<file path="src/core/cfg_access_pkg.sv">
// Purpose: Shared constants and types for the configuration register access responder.
// Assumes: Tokens arrive one per cycle as a control flag plus an 8-bit value.
// Notes: Multi-byte fields travel most significant byte first.
package cfg_access_pkg;
    localparam logic [7:0] CT_CFG_WRITE = 8'hc0;
    localparam logic [7:0] CT_CFG_READ = 8'hc1;
    localparam logic [7:0] CT_PER_WRITE = 8'h24;
    localparam logic [7:0] CT_PER_READ = 8'h25;
    localparam logic [7:0] CT_END = 8'h01;
    localparam logic [7:0] CT_ACK = 8'h03;
    localparam logic [7:0] CT_NACK = 8'h04;
    localparam logic [7:0] NO_REPLY_CHAN = 8'hff;
    localparam int CFG_REGS = 16;
    localparam int PER_REGS = 64;
    localparam int FIFO_DEPTH = 16;
    localparam logic [31:0] CFG_RESET_VAL = 32'h0000_0000;
    localparam logic [7:0] PER_RESET_VAL = 8'h00;
    localparam logic [1:0] SEL_TILE = 2'h0;
    localparam logic [1:0] SEL_NODE = 2'h1;
    localparam logic [1:0] SEL_PERIPH = 2'h2;

    typedef struct packed {
        logic ctrl;
        logic [7:0] value;
    } token_t;
endpackage : cfg_access_pkg

</file>
<file path="src/core/cfg_access.sv">
// Purpose: Register access responder decoding request token streams and replying with token responses.
// Assumes: One request at a time; a reply is fully queued before the next request is taken.
// Notes: Replies pass through a 16-word FIFO whose ready stalls the request decoder.
// Function
// RL1 - Each request carries a 24-bit return address from the requester.
// RL2 - The return address is node identifier then channel number.
// RL3 - Write requests with return channel byte all ones get no reply.
// RL4 - Multi-byte fields are sent most significant byte first.
// RL5 - Status resource identifier is register number shifted left eight, OR 0x0C.
// RL6 - Status get and set move one full 32-bit word.
// RL7 - Tile configuration requests use the tile configuration destination.
// RL8 - Node configuration requests use the node configuration destination.
// RL9 - Config write: token 192, address, 16-bit register, 32-bit data, token 1.
// RL10 - Config read: token 193, address, 16-bit register, token 1.
// RL11 - Write reply is tokens 3,1 on success or 4,1 on failure.
// RL12 - Config read reply is 3, 32-bit data, 1; failure 4,1.
// RL13 - Peripheral requests use node, peripheral identifier and low byte 02.
// RL14 - Peripheral write 36, read 37, with register, size, ending token 1.
// RL15 - Peripheral read reply is 3, requested bytes, 1; failure 4,1.
// RL16 - Unknown opener, unknown register or bad length gives failure reply.
`timescale 1ns/1ps

module token_fifo #(
    parameter int WIDTH = 9,
    parameter int DEPTH = 16
) (
    input wire logic clk_sys,
    input wire logic srst,
    input wire logic [WIDTH-1:0] in_data,
    input wire logic in_valid,
    output logic in_ready,
    output logic [WIDTH-1:0] out_data,
    output logic out_valid,
    input wire logic out_ready
);
    localparam int AW = $clog2(DEPTH);
    logic [WIDTH-1:0] mem [DEPTH];
    logic [AW-1:0] wr_r;
    logic [AW-1:0] rd_r;
    logic [AW:0] cnt_r;
    logic push;
    logic pop;

    assign in_ready = (cnt_r != (AW+1)'(DEPTH));
    assign out_valid = (cnt_r != '0);
    assign out_data = mem[rd_r];
    assign push = in_valid && in_ready;
    assign pop = out_valid && out_ready;

    always_ff @(posedge clk_sys) begin
        if (push) begin
            mem[wr_r] <= in_data;
        end
    end

    always_ff @(posedge clk_sys) begin
        if (srst) begin
            wr_r <= '0;
            rd_r <= '0;
            cnt_r <= '0;
        end else begin
            if (push) begin
                wr_r <= wr_r + 1'b1;
            end
            if (pop) begin
                rd_r <= rd_r + 1'b1;
            end
            if (push && !pop) begin
                cnt_r <= cnt_r + 1'b1;
            end else if (pop && !push) begin
                cnt_r <= cnt_r - 1'b1;
            end
        end
    end
endmodule : token_fifo

module cfg_access (
    input wire logic clk_sys,
    input wire logic srst,
    input wire logic [1:0] dest_sel,
    input wire cfg_access_pkg::token_t req_token,
    input wire logic req_valid,
    output logic req_ready,
    output cfg_access_pkg::token_t rsp_token,
    output logic rsp_valid,
    input wire logic rsp_ready,
    output logic [23:0] rsp_dest,
    output logic busy
);
    typedef enum logic [2:0] {
        ST_IDLE = 3'b000,
        ST_FIELD = 3'b001,
        ST_DATA = 3'b010,
        ST_END = 3'b011,
        ST_DRAIN = 3'b100,
        ST_REPLY = 3'b101
    } state_t;

    state_t state_r;
    logic [7:0] op_r;
    logic [1:0] sel_r;
    logic [3:0] idx_r;
    logic [23:0] ret_r;
    logic [15:0] reg_r;
    logic [7:0] size_r;
    logic [31:0] wdata_r;
    logic [7:0] pcnt_r;
    logic bad_r;
    logic [7:0] ridx_r;
    logic [31:0] cfg_tile [cfg_access_pkg::CFG_REGS];
    logic [31:0] cfg_node [cfg_access_pkg::CFG_REGS];
    logic [7:0] per_mem [cfg_access_pkg::PER_REGS];
    cfg_access_pkg::token_t q_tok;
    logic q_valid;
    logic q_ready;
    logic take;
    logic is_cfg;
    logic is_write;
    logic [3:0] hdr_len;
    logic reg_ok;
    logic suppress;
    logic [7:0] rep_len;

    function automatic logic [7:0] byte_of(input logic [31:0] w, input logic [1:0] k);
        byte_of = w[31 - 8*k -: 8];
    endfunction : byte_of

    assign take = req_valid && req_ready;
    assign is_cfg = (op_r == cfg_access_pkg::CT_CFG_WRITE) || (op_r == cfg_access_pkg::CT_CFG_READ);
    assign is_write = (op_r == cfg_access_pkg::CT_CFG_WRITE) || (op_r == cfg_access_pkg::CT_PER_WRITE);
    assign hdr_len = is_cfg ? 4'd5 : 4'd5;
    assign req_ready = (state_r == ST_IDLE) || (state_r == ST_FIELD) || (state_r == ST_DATA)
                       || (state_r == ST_END) || (state_r == ST_DRAIN);
    assign busy = (state_r != ST_IDLE);
    assign rsp_dest = ret_r;

    // Register number legality per bank.
    always_comb begin
        reg_ok = 1'b0;
        if (is_cfg) begin
            reg_ok = (reg_r < 16'(cfg_access_pkg::CFG_REGS)) && (sel_r != cfg_access_pkg::SEL_PERIPH); // RL16
        end else begin
            reg_ok = ({8'h00, reg_r[7:0]} + {8'h00, size_r} <= 16'(cfg_access_pkg::PER_REGS))
                     && (size_r != 8'h00) && (sel_r == cfg_access_pkg::SEL_PERIPH); // RL16
        end
    end

    assign suppress = is_write && (ret_r[7:0] == cfg_access_pkg::NO_REPLY_CHAN); // RL3
    assign rep_len = bad_r ? 8'd2 : (is_write ? 8'd2 : (is_cfg ? 8'd6 : size_r + 8'd2));

    // Request decoder.
    always_ff @(posedge clk_sys) begin
        if (srst) begin
            state_r <= ST_IDLE;
            op_r <= 8'h00;
            sel_r <= cfg_access_pkg::SEL_TILE;
            idx_r <= 4'h0;
            ret_r <= 24'h000000;
            reg_r <= 16'h0000;
            size_r <= 8'h00;
            wdata_r <= 32'h00000000;
            pcnt_r <= 8'h00;
            bad_r <= 1'b0;
        end else begin
            case (state_r)
                ST_IDLE: begin
                    if (take && req_token.ctrl) begin
                        op_r <= req_token.value;
                        sel_r <= dest_sel;
                        idx_r <= 4'h0;
                        reg_r <= 16'h0000;
                        size_r <= 8'h00;
                        pcnt_r <= 8'h00;
                        bad_r <= !(req_token.value == cfg_access_pkg::CT_CFG_WRITE
                                   || req_token.value == cfg_access_pkg::CT_CFG_READ
                                   || req_token.value == cfg_access_pkg::CT_PER_WRITE
                                   || req_token.value == cfg_access_pkg::CT_PER_READ); // RL16
                        state_r <= (req_token.value == cfg_access_pkg::CT_END) ? ST_IDLE : ST_FIELD;
                    end
                end
                ST_FIELD: begin
                    if (take) begin
                        if (req_token.ctrl) begin
                            bad_r <= 1'b1; // RL16
                            state_r <= (req_token.value == cfg_access_pkg::CT_END) ? ST_REPLY : ST_DRAIN;
                        end else if (bad_r) begin
                            state_r <= ST_DRAIN;
                        end else begin
                            if (idx_r < 4'd3) begin
                                ret_r <= {ret_r[15:0], req_token.value}; // RL1 RL2 RL4
                            end else if (is_cfg) begin
                                reg_r <= {reg_r[7:0], req_token.value}; // RL9 RL10 RL4
                            end else if (idx_r == 4'd3) begin
                                reg_r <= {8'h00, req_token.value}; // RL14
                            end else begin
                                size_r <= req_token.value; // RL14
                            end
                            idx_r <= idx_r + 4'd1;
                            if (idx_r == hdr_len - 4'd1) begin
                                idx_r <= 4'h0;
                                state_r <= (op_r == cfg_access_pkg::CT_CFG_WRITE
                                            || op_r == cfg_access_pkg::CT_PER_WRITE) ? ST_DATA : ST_END;
                            end
                        end
                    end
                end
                ST_DATA: begin
                    if (take) begin
                        if (req_token.ctrl) begin
                            bad_r <= 1'b1; // RL16
                            state_r <= (req_token.value == cfg_access_pkg::CT_END) ? ST_REPLY : ST_DRAIN;
                        end else if (is_cfg) begin
                            wdata_r <= {wdata_r[23:0], req_token.value}; // RL9 RL4
                            idx_r <= idx_r + 4'd1;
                            if (idx_r == 4'd3) begin
                                state_r <= ST_END;
                            end
                        end else begin
                            pcnt_r <= pcnt_r + 8'd1;
                            if (pcnt_r + 8'd1 == size_r) begin
                                state_r <= ST_END;
                            end
                        end
                    end
                end
                ST_END: begin
                    if (take) begin
                        if (!(req_token.ctrl && req_token.value == cfg_access_pkg::CT_END)) begin
                            bad_r <= 1'b1; // RL16
                        end else if (!reg_ok) begin
                            bad_r <= 1'b1; // RL16
                        end
                        state_r <= (req_token.ctrl && req_token.value == cfg_access_pkg::CT_END) ? ST_REPLY : ST_DRAIN;
                    end
                end
                ST_DRAIN: begin
                    if (take && req_token.ctrl && req_token.value == cfg_access_pkg::CT_END) begin
                        state_r <= ST_REPLY;
                    end
                end
                ST_REPLY: begin
                    if (suppress || (q_ready && ridx_r == rep_len - 8'd1)) begin
                        state_r <= ST_IDLE; // RL3
                    end
                end
                default: state_r <= ST_IDLE;
            endcase
        end
    end

    // Configuration register storage; peripheral bytes are written as they arrive.
    always_ff @(posedge clk_sys) begin
        if (srst) begin
            for (int i = 0; i < cfg_access_pkg::CFG_REGS; i++) begin
                cfg_tile[i] <= cfg_access_pkg::CFG_RESET_VAL;
                cfg_node[i] <= cfg_access_pkg::CFG_RESET_VAL;
            end
            for (int i = 0; i < cfg_access_pkg::PER_REGS; i++) begin
                per_mem[i] <= cfg_access_pkg::PER_RESET_VAL;
            end
        end else if (state_r == ST_END && take && req_token.ctrl && req_token.value == cfg_access_pkg::CT_END
                     && reg_ok && !bad_r) begin
            if (op_r == cfg_access_pkg::CT_CFG_WRITE && sel_r == cfg_access_pkg::SEL_TILE) begin
                cfg_tile[reg_r[3:0]] <= wdata_r; // RL6 RL9
            end else if (op_r == cfg_access_pkg::CT_CFG_WRITE) begin
                cfg_node[reg_r[3:0]] <= wdata_r; // RL9
            end
        end else if (state_r == ST_DATA && take && !req_token.ctrl && !is_cfg && reg_ok) begin
            per_mem[6'(reg_r[7:0] + pcnt_r)] <= req_token.value; // RL14
        end
    end

    // Reply sequencer feeding the FIFO.
    always_comb begin
        q_tok = '{ctrl: 1'b1, value: cfg_access_pkg::CT_END};
        if (ridx_r == 8'd0) begin
            q_tok = '{ctrl: 1'b1, value: bad_r ? cfg_access_pkg::CT_NACK : cfg_access_pkg::CT_ACK}; // RL11 RL12 RL15
        end else if (ridx_r != rep_len - 8'd1) begin
            if (is_cfg) begin
                q_tok.ctrl = 1'b0;
                q_tok.value = byte_of(sel_r == cfg_access_pkg::SEL_TILE ? cfg_tile[reg_r[3:0]]
                                      : cfg_node[reg_r[3:0]], 2'(ridx_r - 8'd1)); // RL12 RL4
            end else begin
                q_tok.ctrl = 1'b0;
                q_tok.value = per_mem[6'(reg_r[7:0] + ridx_r - 8'd1)]; // RL15
            end
        end
    end

    assign q_valid = (state_r == ST_REPLY) && !suppress;

    always_ff @(posedge clk_sys) begin
        if (srst) begin
            ridx_r <= 8'h00;
        end else if (state_r != ST_REPLY) begin
            ridx_r <= 8'h00;
        end else if (q_valid && q_ready) begin
            ridx_r <= ridx_r + 8'd1;
        end
    end

    token_fifo #(.WIDTH(9), .DEPTH(cfg_access_pkg::FIFO_DEPTH)) u_fifo (
        .clk_sys(clk_sys),
        .srst(srst),
        .in_data(q_tok),
        .in_valid(q_valid),
        .in_ready(q_ready),
        .out_data(rsp_token),
        .out_valid(rsp_valid),
        .out_ready(rsp_ready)
    );

    chk_suppress_no_reply: assert property (@(posedge clk_sys) disable iff (srst) // RL3
        (state_r == ST_REPLY && suppress) |-> !q_valid ##1 state_r == ST_IDLE)
        else $error("Suppressed write produced a reply.");
    chk_reply_opens_ack: assert property (@(posedge clk_sys) disable iff (srst) // RL11
        (q_valid && ridx_r == 8'd0) |-> q_tok.ctrl && (q_tok.value == (bad_r ? 8'h04 : 8'h03)))
        else $error("Reply does not open with the right status token.");
    chk_reply_ends_end: assert property (@(posedge clk_sys) disable iff (srst) // RL12
        (q_valid && q_ready && ridx_r == rep_len - 8'd1) |-> q_tok.ctrl && q_tok.value == 8'h01 ##1 state_r == ST_IDLE)
        else $error("Reply does not close with the end token.");
    chk_bad_opener_nack: assert property (@(posedge clk_sys) disable iff (srst) // RL16
        (state_r == ST_IDLE && take && req_token.ctrl
         && req_token.value != cfg_access_pkg::CT_CFG_WRITE && req_token.value != cfg_access_pkg::CT_CFG_READ
         && req_token.value != cfg_access_pkg::CT_PER_WRITE && req_token.value != cfg_access_pkg::CT_PER_READ)
        |=> bad_r)
        else $error("Unknown opener was not flagged.");
    chk_write_reply_short: assert property (@(posedge clk_sys) disable iff (srst) // RL11
        (q_valid && is_write && ridx_r == 8'd1) |-> q_tok.ctrl && q_tok.value == cfg_access_pkg::CT_END)
        else $error("Write reply is longer than two tokens.");
    chk_read_data_plain: assert property (@(posedge clk_sys) disable iff (srst) // RL12
        (q_valid && op_r == cfg_access_pkg::CT_CFG_READ && !bad_r && ridx_r >= 8'd1 && ridx_r <= 8'd4)
        |-> !q_tok.ctrl)
        else $error("Read data byte was sent as a control token.");
endmodule : cfg_access

</file>
<file path="config.mk">
export PLATFORM = sky130hd
export DESIGN_NAME = cfg_access
export DESIGN_NICKNAME = d
export VERILOG_FILES = /design/src/core/cfg_access_pkg.sv /design/src/core/cfg_access.sv
export SDC_FILE = /design/constraint.sdc
export NUM_CORES = 2
export LEC_CHECK = 0
export ABC_AREA = 1
export BUFFER_PORTS_ARGS = -buffer_cell sky130_fd_sc_hd__buf_2
export CAP_MARGIN = 10
export CORE_MARGIN = 1
export CORE_UTILIZATION = 65
export DETAILED_ROUTE_END_ITERATION = 10
export PLACE_DENSITY = 0.8
export SYNTH_ARGS = -nofsm -noshare
export SYNTH_HDL_FRONTEND = slang
export SYNTH_SLANG_ARGS = --single-unit
</file>
<file path="constraint.sdc">
create_clock -name clk_sys -period 8.65 [get_ports clk_sys]
set_clock_uncertainty 0.1 [all_clocks]
set_input_delay 0.4325 -clock clk_sys [delete_from_list [all_inputs] [get_ports clk_sys]]
set_output_delay 0.4325 -clock clk_sys [all_outputs]
set_load 0.01 [all_outputs]
</file>
Word level (Yosys, flattened, before mapping)
Memories as Yosys holds them, arrays and structs flattened. A register that Yosys moved wholly into a read port is not among the register bits.
Cells that the tools add are included.
{"block": "classes", "addsub": 15, "n_mul": 0, "div_mod_pow": 0, "magnitude_cmp": 3, "eq_ne": 44, "n_shift": 1, "muxes": 97, "bitwise_logic": 2, "n_reduce_logical": 66}
{"op": "$mux W8", "count": 15}
{"op": "$mux W16", "count": 7}
{"op": "$mux W32", "count": 3}
{"op": "$mux W4", "count": 16}
{"op": "$reduce_or A32 Y1", "count": 2}
{"op": "$mux W3", "count": 14}
{"op": "$eq A8 B8 Y1 const B", "count": 5}
{"op": "$shiftx A39 B33 Y8", "count": 1}
{"op": "$pmux W16 S2", "count": 1}
{"op": "$pmux W8 S2", "count": 2}
{"op": "$mux W1", "count": 31}
{"op": "$ne A2 B2 Y1 const B", "count": 13}
{"op": "$eq A8 B6 Y1 const B", "count": 3}
{"op": "$logic_and A1 B1 Y1", "count": 24}
{"op": "$mux W9", "count": 2}
{"op": "$pmux W3 S6", "count": 1}
{"op": "$add A8 B1 Y8 const B", "count": 2}
{"op": "$eq A8 B8 Y1", "count": 2}
{"op": "$lt A16 B5 Y1 const B", "count": 1}
{"op": "$reduce_and A8 Y1", "count": 2}
{"op": "$add A4 B1 Y4 const B", "count": 3}
{"op": "$add A6 B6 Y6", "count": 2}
{"op": "$ne A4 B3 Y1 const B", "count": 3}
{"op": "$pmux W4 S3", "count": 1}
{"op": "43 further kinds", "count": 72}
{"block": "word_totals", "register_bits": 127, "latch_bits": 0, "ramBits": 1680, "romBits": 0, "inputBits": 15, "output_inout_bits": 36, "wordCells": 246, "n_memories": 4}
{"name": "cfg_node", "depth": 16, "width": 32, "rd": 1, "rd_clocked_by_memory_dff": 1, "write_ports": 16, "line": "cfg_access.sv:111", "source": "logic [31:0] cfg_node [cfg_access_pkg::CFG_REGS];"}
{"name": "cfg_tile", "depth": 16, "width": 32, "rd": 1, "rd_clocked_by_memory_dff": 1, "write_ports": 16, "line": "cfg_access.sv:110", "source": "logic [31:0] cfg_tile [cfg_access_pkg::CFG_REGS];"}
{"name": "per_mem", "depth": 64, "width": 8, "rd": 1, "rd_clocked_by_memory_dff": 0, "write_ports": 64, "line": "cfg_access.sv:112", "source": "logic [7:0] per_mem [cfg_access_pkg::PER_REGS];"}
{"name": "u_fifo.mem", "depth": 16, "width": 9, "rd": 1, "rd_clocked_by_memory_dff": 1, "write_ports": 1, "line": "cfg_access.sv:37", "source": "logic [WIDTH-1:0] mem [DEPTH];"}

Logic depth before layout (Yosys ltp)
{"block": "logic_depth", "depth_word": 16, "mapped_depth": 22, "depth_no_buf": 22}

Modules after synthesis
From an unflattened synthesis, not the netlist that was laid out.
{"block": "unflattened", "cells_unflattened": 8322, "area_unflattened_um2": 85914.9}
{"module": "cfg_access", "n_inst": 1, "cells_each": 7603, "area_each_um2": 78736.8, "seq_area_each_um2": 48486.5}
{"module": "token_fifo", "n_inst": 1, "cells_each": 719, "area_each_um2": 7178.1, "seq_area_each_um2": 4664.5}

Least setup slack after synthesis
No wires, ideal clock.
{"block": "synth_timing", "kind": "reg-to-reg", "from": "reg reg_r[0]", "to": "mem cfg_node[0][0] (enable)", "setup_time_ns": 0.466, "t_arrival_ns": 4.599, "t_required_ns": 8.084, "setup_slack_ns": 3.485, "path_stages_with_launch": 15, "n_path_buf": 2, "synth_period_minus_slack_ns": 5.165, "cell_sequence": "dfxtp_1 -> ha_1 -> fa_1 -> nand3_1 -> nand2_1 -> a21o_1 -> a21oi_2 -> nand4_1 -> nand2_1 -> nand3_1 -> nand2_1 -> nand4_1 -> buf_2 -> buf_2 -> o21ai_0"}
{"element": "start, declared", "line": "cfg_access.sv:104", "source": "logic [15:0] reg_r;"}
{"element": "start signal, assigned", "line": "cfg_access.sv:192", "source": "reg_r <= {reg_r[7:0], req_token.value};"}
{"element": "start signal, assigned", "line": "cfg_access.sv:194", "source": "reg_r <= {8'h00, req_token.value};"}
{"element": "end, declared", "line": "cfg_access.sv:111"}

==> results.json <==
{
  "fin_setup_tns_ns": 0,
  "global_route.overflow_total": 0,
  "clock_tree_from_tritoncts": "done",
  "status": "finished, final reports clean",
  "layout_common_cells": "1680 x sky130_fd_sc_hd__edfxtp_1, 1113 x sky130_fd_sc_hd__nand2_1, 921 x sky130_fd_sc_hd__nor2_1",
  "start_util_pct": 65.6,
  "clock_path_buffers": 3,
  "ys.flop_type": "sky130_fd_sc_hd__edfxtp_1",
  "gpl.final_weighted_congestion": 0.919,
  "critical_path.n_buffers_inverters": 4,
  "maximum_number_of_pins_on_one_net_before_global_route_repair": 237,
  "biggest_fanout_along_the_worst_timing_path": 53,
  "synth_cell_types": 59,
  "timing.critical_path.from_type": "flop",
  "detail_route.vias_per_cell": 6.75,
  "insertion_delay_ns": 0.83,
  "ant_nets": 0,
  "clk_pin_slew_worst_paths_ns": 0.07,
  "synth.mux.area_fraction_pct": 0.424,
  "cts_resizes": 0,
  "die-area_sq_um": 132000,
  "power_per_cell_area_nw_per_um2": 262,
  "syn_inst": 8065,
  "cts-root-buf": "sky130_fd_sc_hd__clkbuf_16",
  "grt_antenna_before_repair": 2,
  "portBuffers": 50,
  "initialDrtViolationCount": 10500,
  "detailedRoute.firstPassIterationCount": 9,
  "layout_worst_path_cycle_share_pct": 68.0,
  "post_synth.cell_area_avg_sq_um": 10.5,
  "numCtsBuffers": 180,
  "synthSimpleGateAreaFrac_pct": 21.7,
  "nNetsFinal": 7735,
  "worst_hold_slack_across_all_endpoints_ns": 0.124,
  "post_synth_instance_area_sq_um": 84900,
  "critPathRequiredTime_ns": 8.99,
  "routedWlPerCell_um": 25.2,
  "cellLeakagePower_nw": 31.3,
  "async_reset_ff_share_pct": 0,
  "first_global_vias": 61900,
  "critical_path.cell_chain": "inv_1 -> ha_1 -> inv_1 -> ha_4 -> fa_4 -> inv_1 -> buf_4 -> o211ai_1 -> o21ai_0 -> o211ai_1 -> nand3_1 -> a21oi_1",
  "critical_path.most_common_cell": "sky130_fd_sc_hd__inv_1",
  "vias": 64600,
  "share_of_the_synthesized_netlist_area_taken_by_xor_and_xnor_gates_pct": 0.330,
  "grt_setup_unrepaired": "false",
  "final_cells": 9573,
  "finalCriticalPeriod_ns": 5.88,
  "drc": 0,
  "timing.critical_path.max_delay_family": "adder cells",
  "layout-drive-gt1-share_pct": 10.6,
  "cpMaxStageDelayCell": "sky130_fd_sc_hd__fa_4",
  "synthAdderAreaFrac_pct": 0.654,
  "die-height_um": 363,
  "worst_ir_drop_vdd_v": 0.000228,
  "clock-sinks": 1815,
  "worst-slew-pin-transition_ns": 1.26,
  "max_cap_viol_count": 0,
  "fillers": 8890,
  "die_width_um": 363,
  "ioPinCount": 51,
  "hold_buffers": 12,
  "ys_seq_area_share_pct": 62.6,
  "achievable-frequency_mhz": 170,
  "gr-usage-all-layers_pct": 36.2,
  "grt_pass1_wl_um": 364000,
  "setup_viol_count_final": 0,
  "final_common_cell": "sky130_fd_sc_hd__edfxtp_1",
  "synth_top_family_by_area": "simple AND/OR/NAND/NOR gates",
  "mappedNetlistNets": 8122,
  "htreeDepth": 4,
  "layout-area-overhead-vs-synth_pct": 7.92,
  "worst_setup_path_end_kind": "flop",
  "timing.hold.worst.class": "in -> reg",
  "placed_cells_incl_taps": 9225,
  "drt-total-wl_um": 241000,
  "timing_hold_violations_final": 0,
  "antenna_diode_count": 0,
  "placementRows": 132,
  "critPathMaxStageDelay_ns": 1.33,
  "critPathArrivalTime_ns": 6.22,
  "cts.repair_timing.setup_buffer_count": 0,
  "yosys_warning_count": 0,
  "synth.ff_latch_count": 1815,
  "worst_setup_path_type": "reg -> reg",
  "synth-compound-area-share_pct": 9.27,
  "max_slew_margin_pct": 15.6,
  "slew_violations": 0,
  "place.detailed.hpwl_um": 134000,
  "synth_edf_count": 1680,
  "core_area_sq_um": 129000
}
-- metal layers --
layer	part of all wire, %	up-vias	global-route usage [%]
met4	6.8	4	22.5
met3	12	926	7.43
met2	47	4933	57.4
li1	-	28200	-
met1	34	30600	45.9
met5	0.0058	-	0
-- cell families (layout without fill, tap and decap cells) --
logic type,after synthesis,count (layout)
flops,1815,1815
compound gates,1304,1304
buf+inv,1009,775
xor+xnor,29,29
mux,36,36
fa+ha+maj,42,42
simple gates,3830,3830
-- power by group --
group	switching (W)	internal (W)	total [W]
sequential	0.000211	0.00991	0.0101
combinational	0.00452	0.00163	0.00615
clock	0.00337	0.00434	0.00771
-- registers in the layout (all words and copies together), names as in the netlist, 5 cells and up, named ones only --
signal / flops
u_fifo.cnt_r: 5
cfg_node: 512
per_mem: 512
u_fifo.mem: 144
rsp_dest: 24
size_r: 8
wdata_r: 32
ridx_r: 8
pcnt_r: 8
cfg_tile: 512
reg_r: 16
op_r: 8
-- metrics by stage --
stage | cell area (sq um) | power, W | util (%) | setup slack (ns)
final | 91600 | 0.0240 | 70.8 | 2.77
after detailed placement | 85800 | 0.0162 | 66.2 | 2.98
after global placement | 85800 | 0.0161 | 66.2 | 3.19
after floorplan | 84900 | 0.0141 | - | 3.49
after CTS | 91600 | 0.0237 | 70.8 | 2.97
after global routing | 91600 | 0.0247 | 70.8 | 2.65
-- cells in the mapped netlist, types with 6 or more instances --
master	count	area (sq um)
sky130_fd_sc_hd__o311ai_0	10	87.6
sky130_fd_sc_hd__dfxtp_1	135	2700
sky130_fd_sc_hd__nor4_1	9	56.3
sky130_fd_sc_hd__nor2_1	924	3470
sky130_fd_sc_hd__buf_2	119	596
sky130_fd_sc_hd__a221oi_1	28	245
sky130_fd_sc_hd__nand2_1	1129	4240
sky130_fd_sc_hd__o21ai_1	11	55.1
sky130_fd_sc_hd__buf_1	61	229
sky130_fd_sc_hd__edfxtp_1	1680	50400
sky130_fd_sc_hd__mux2i_1	36	360
sky130_fd_sc_hd__inv_1	212	796
sky130_fd_sc_hd__a211oi_1	60	450
sky130_fd_sc_hd__nand3_4	59	1030
sky130_fd_sc_hd__clkbuf_1	554	2080
sky130_fd_sc_hd__buf_6	39	439
sky130_fd_sc_hd__inv_2	10	37.5
sky130_fd_sc_hd__o22ai_1	75	469
sky130_fd_sc_hd__nand4_1	18	113
sky130_fd_sc_hd__a22o_1	13	114
sky130_fd_sc_hd__o211ai_1	82	616
sky130_fd_sc_hd__a32o_1	11	110
sky130_fd_sc_hd__nor3_2	162	1620
sky130_fd_sc_hd__nor2_2	49	307
sky130_fd_sc_hd__nand3_1	573	2870
sky130_fd_sc_hd__o21ai_0	431	2160
sky130_fd_sc_hd__a22oi_1	40	300
sky130_fd_sc_hd__xnor2_1	9	78.8
sky130_fd_sc_hd__a221o_1	49	490
sky130_fd_sc_hd__buf_4	6	45.0
sky130_fd_sc_hd__ha_1	38	475
sky130_fd_sc_hd__xor2_1	18	158
sky130_fd_sc_hd__nor2_8	6	120
sky130_fd_sc_hd__nor3_1	880	4400
sky130_fd_sc_hd__a21oi_1	412	2060
sky130_fd_sc_hd__o221ai_1	67	587
-- cell type report --
cell class                 instances  area (sq um)  area share, %
clock buffer                     225          4830           5.27
timing repair buffer             213          1650           1.80
clock inverter                   110           900          0.982
sequential                      1815         53200           58.0
tap                             1742          2180           2.38
multi-input combinational       5241         28000           30.6
inverter                         227           882          0.963
-- worst paths after layout --
path | endpoint | startpoint | cells after the start | slack, ns
worst max-delay path | u_fifo.mem[11][5]$_DFFE_PP_ | reg_r[1]$_SDFFE_PP0P_ | 12 | 2.77
worst min-delay path | pcnt_r[0]$_SDFFE_PP0P_ | req_valid | 6 | 0.12
worst max register to register | u_fifo.mem[11][5]$_DFFE_PP_ | reg_r[1]$_SDFFE_PP0P_ | 12 | 2.77
worst min register to register | reg_r[11]$_SDFFE_PP0P_ | reg_r[11]$_SDFFE_PP0P_ | 2 | 0.37
-- worst reg2reg max path, cell delays in order, from the launching register on --
cell	delay [ns]
sky130_fd_sc_hd__dfxtp_1	0.58
sky130_fd_sc_hd__inv_1	0.16
sky130_fd_sc_hd__ha_1	0.31
sky130_fd_sc_hd__inv_1	0.06
sky130_fd_sc_hd__ha_4	0.17
sky130_fd_sc_hd__fa_4	1.33
sky130_fd_sc_hd__inv_1	0.54
sky130_fd_sc_hd__buf_4	0.38
sky130_fd_sc_hd__o211ai_1	0.21
sky130_fd_sc_hd__o21ai_0	0.14
sky130_fd_sc_hd__o211ai_1	0.43
sky130_fd_sc_hd__nand3_1	0.16
sky130_fd_sc_hd__a21oi_1	0.95
Power figures use the tool's default switching activity.
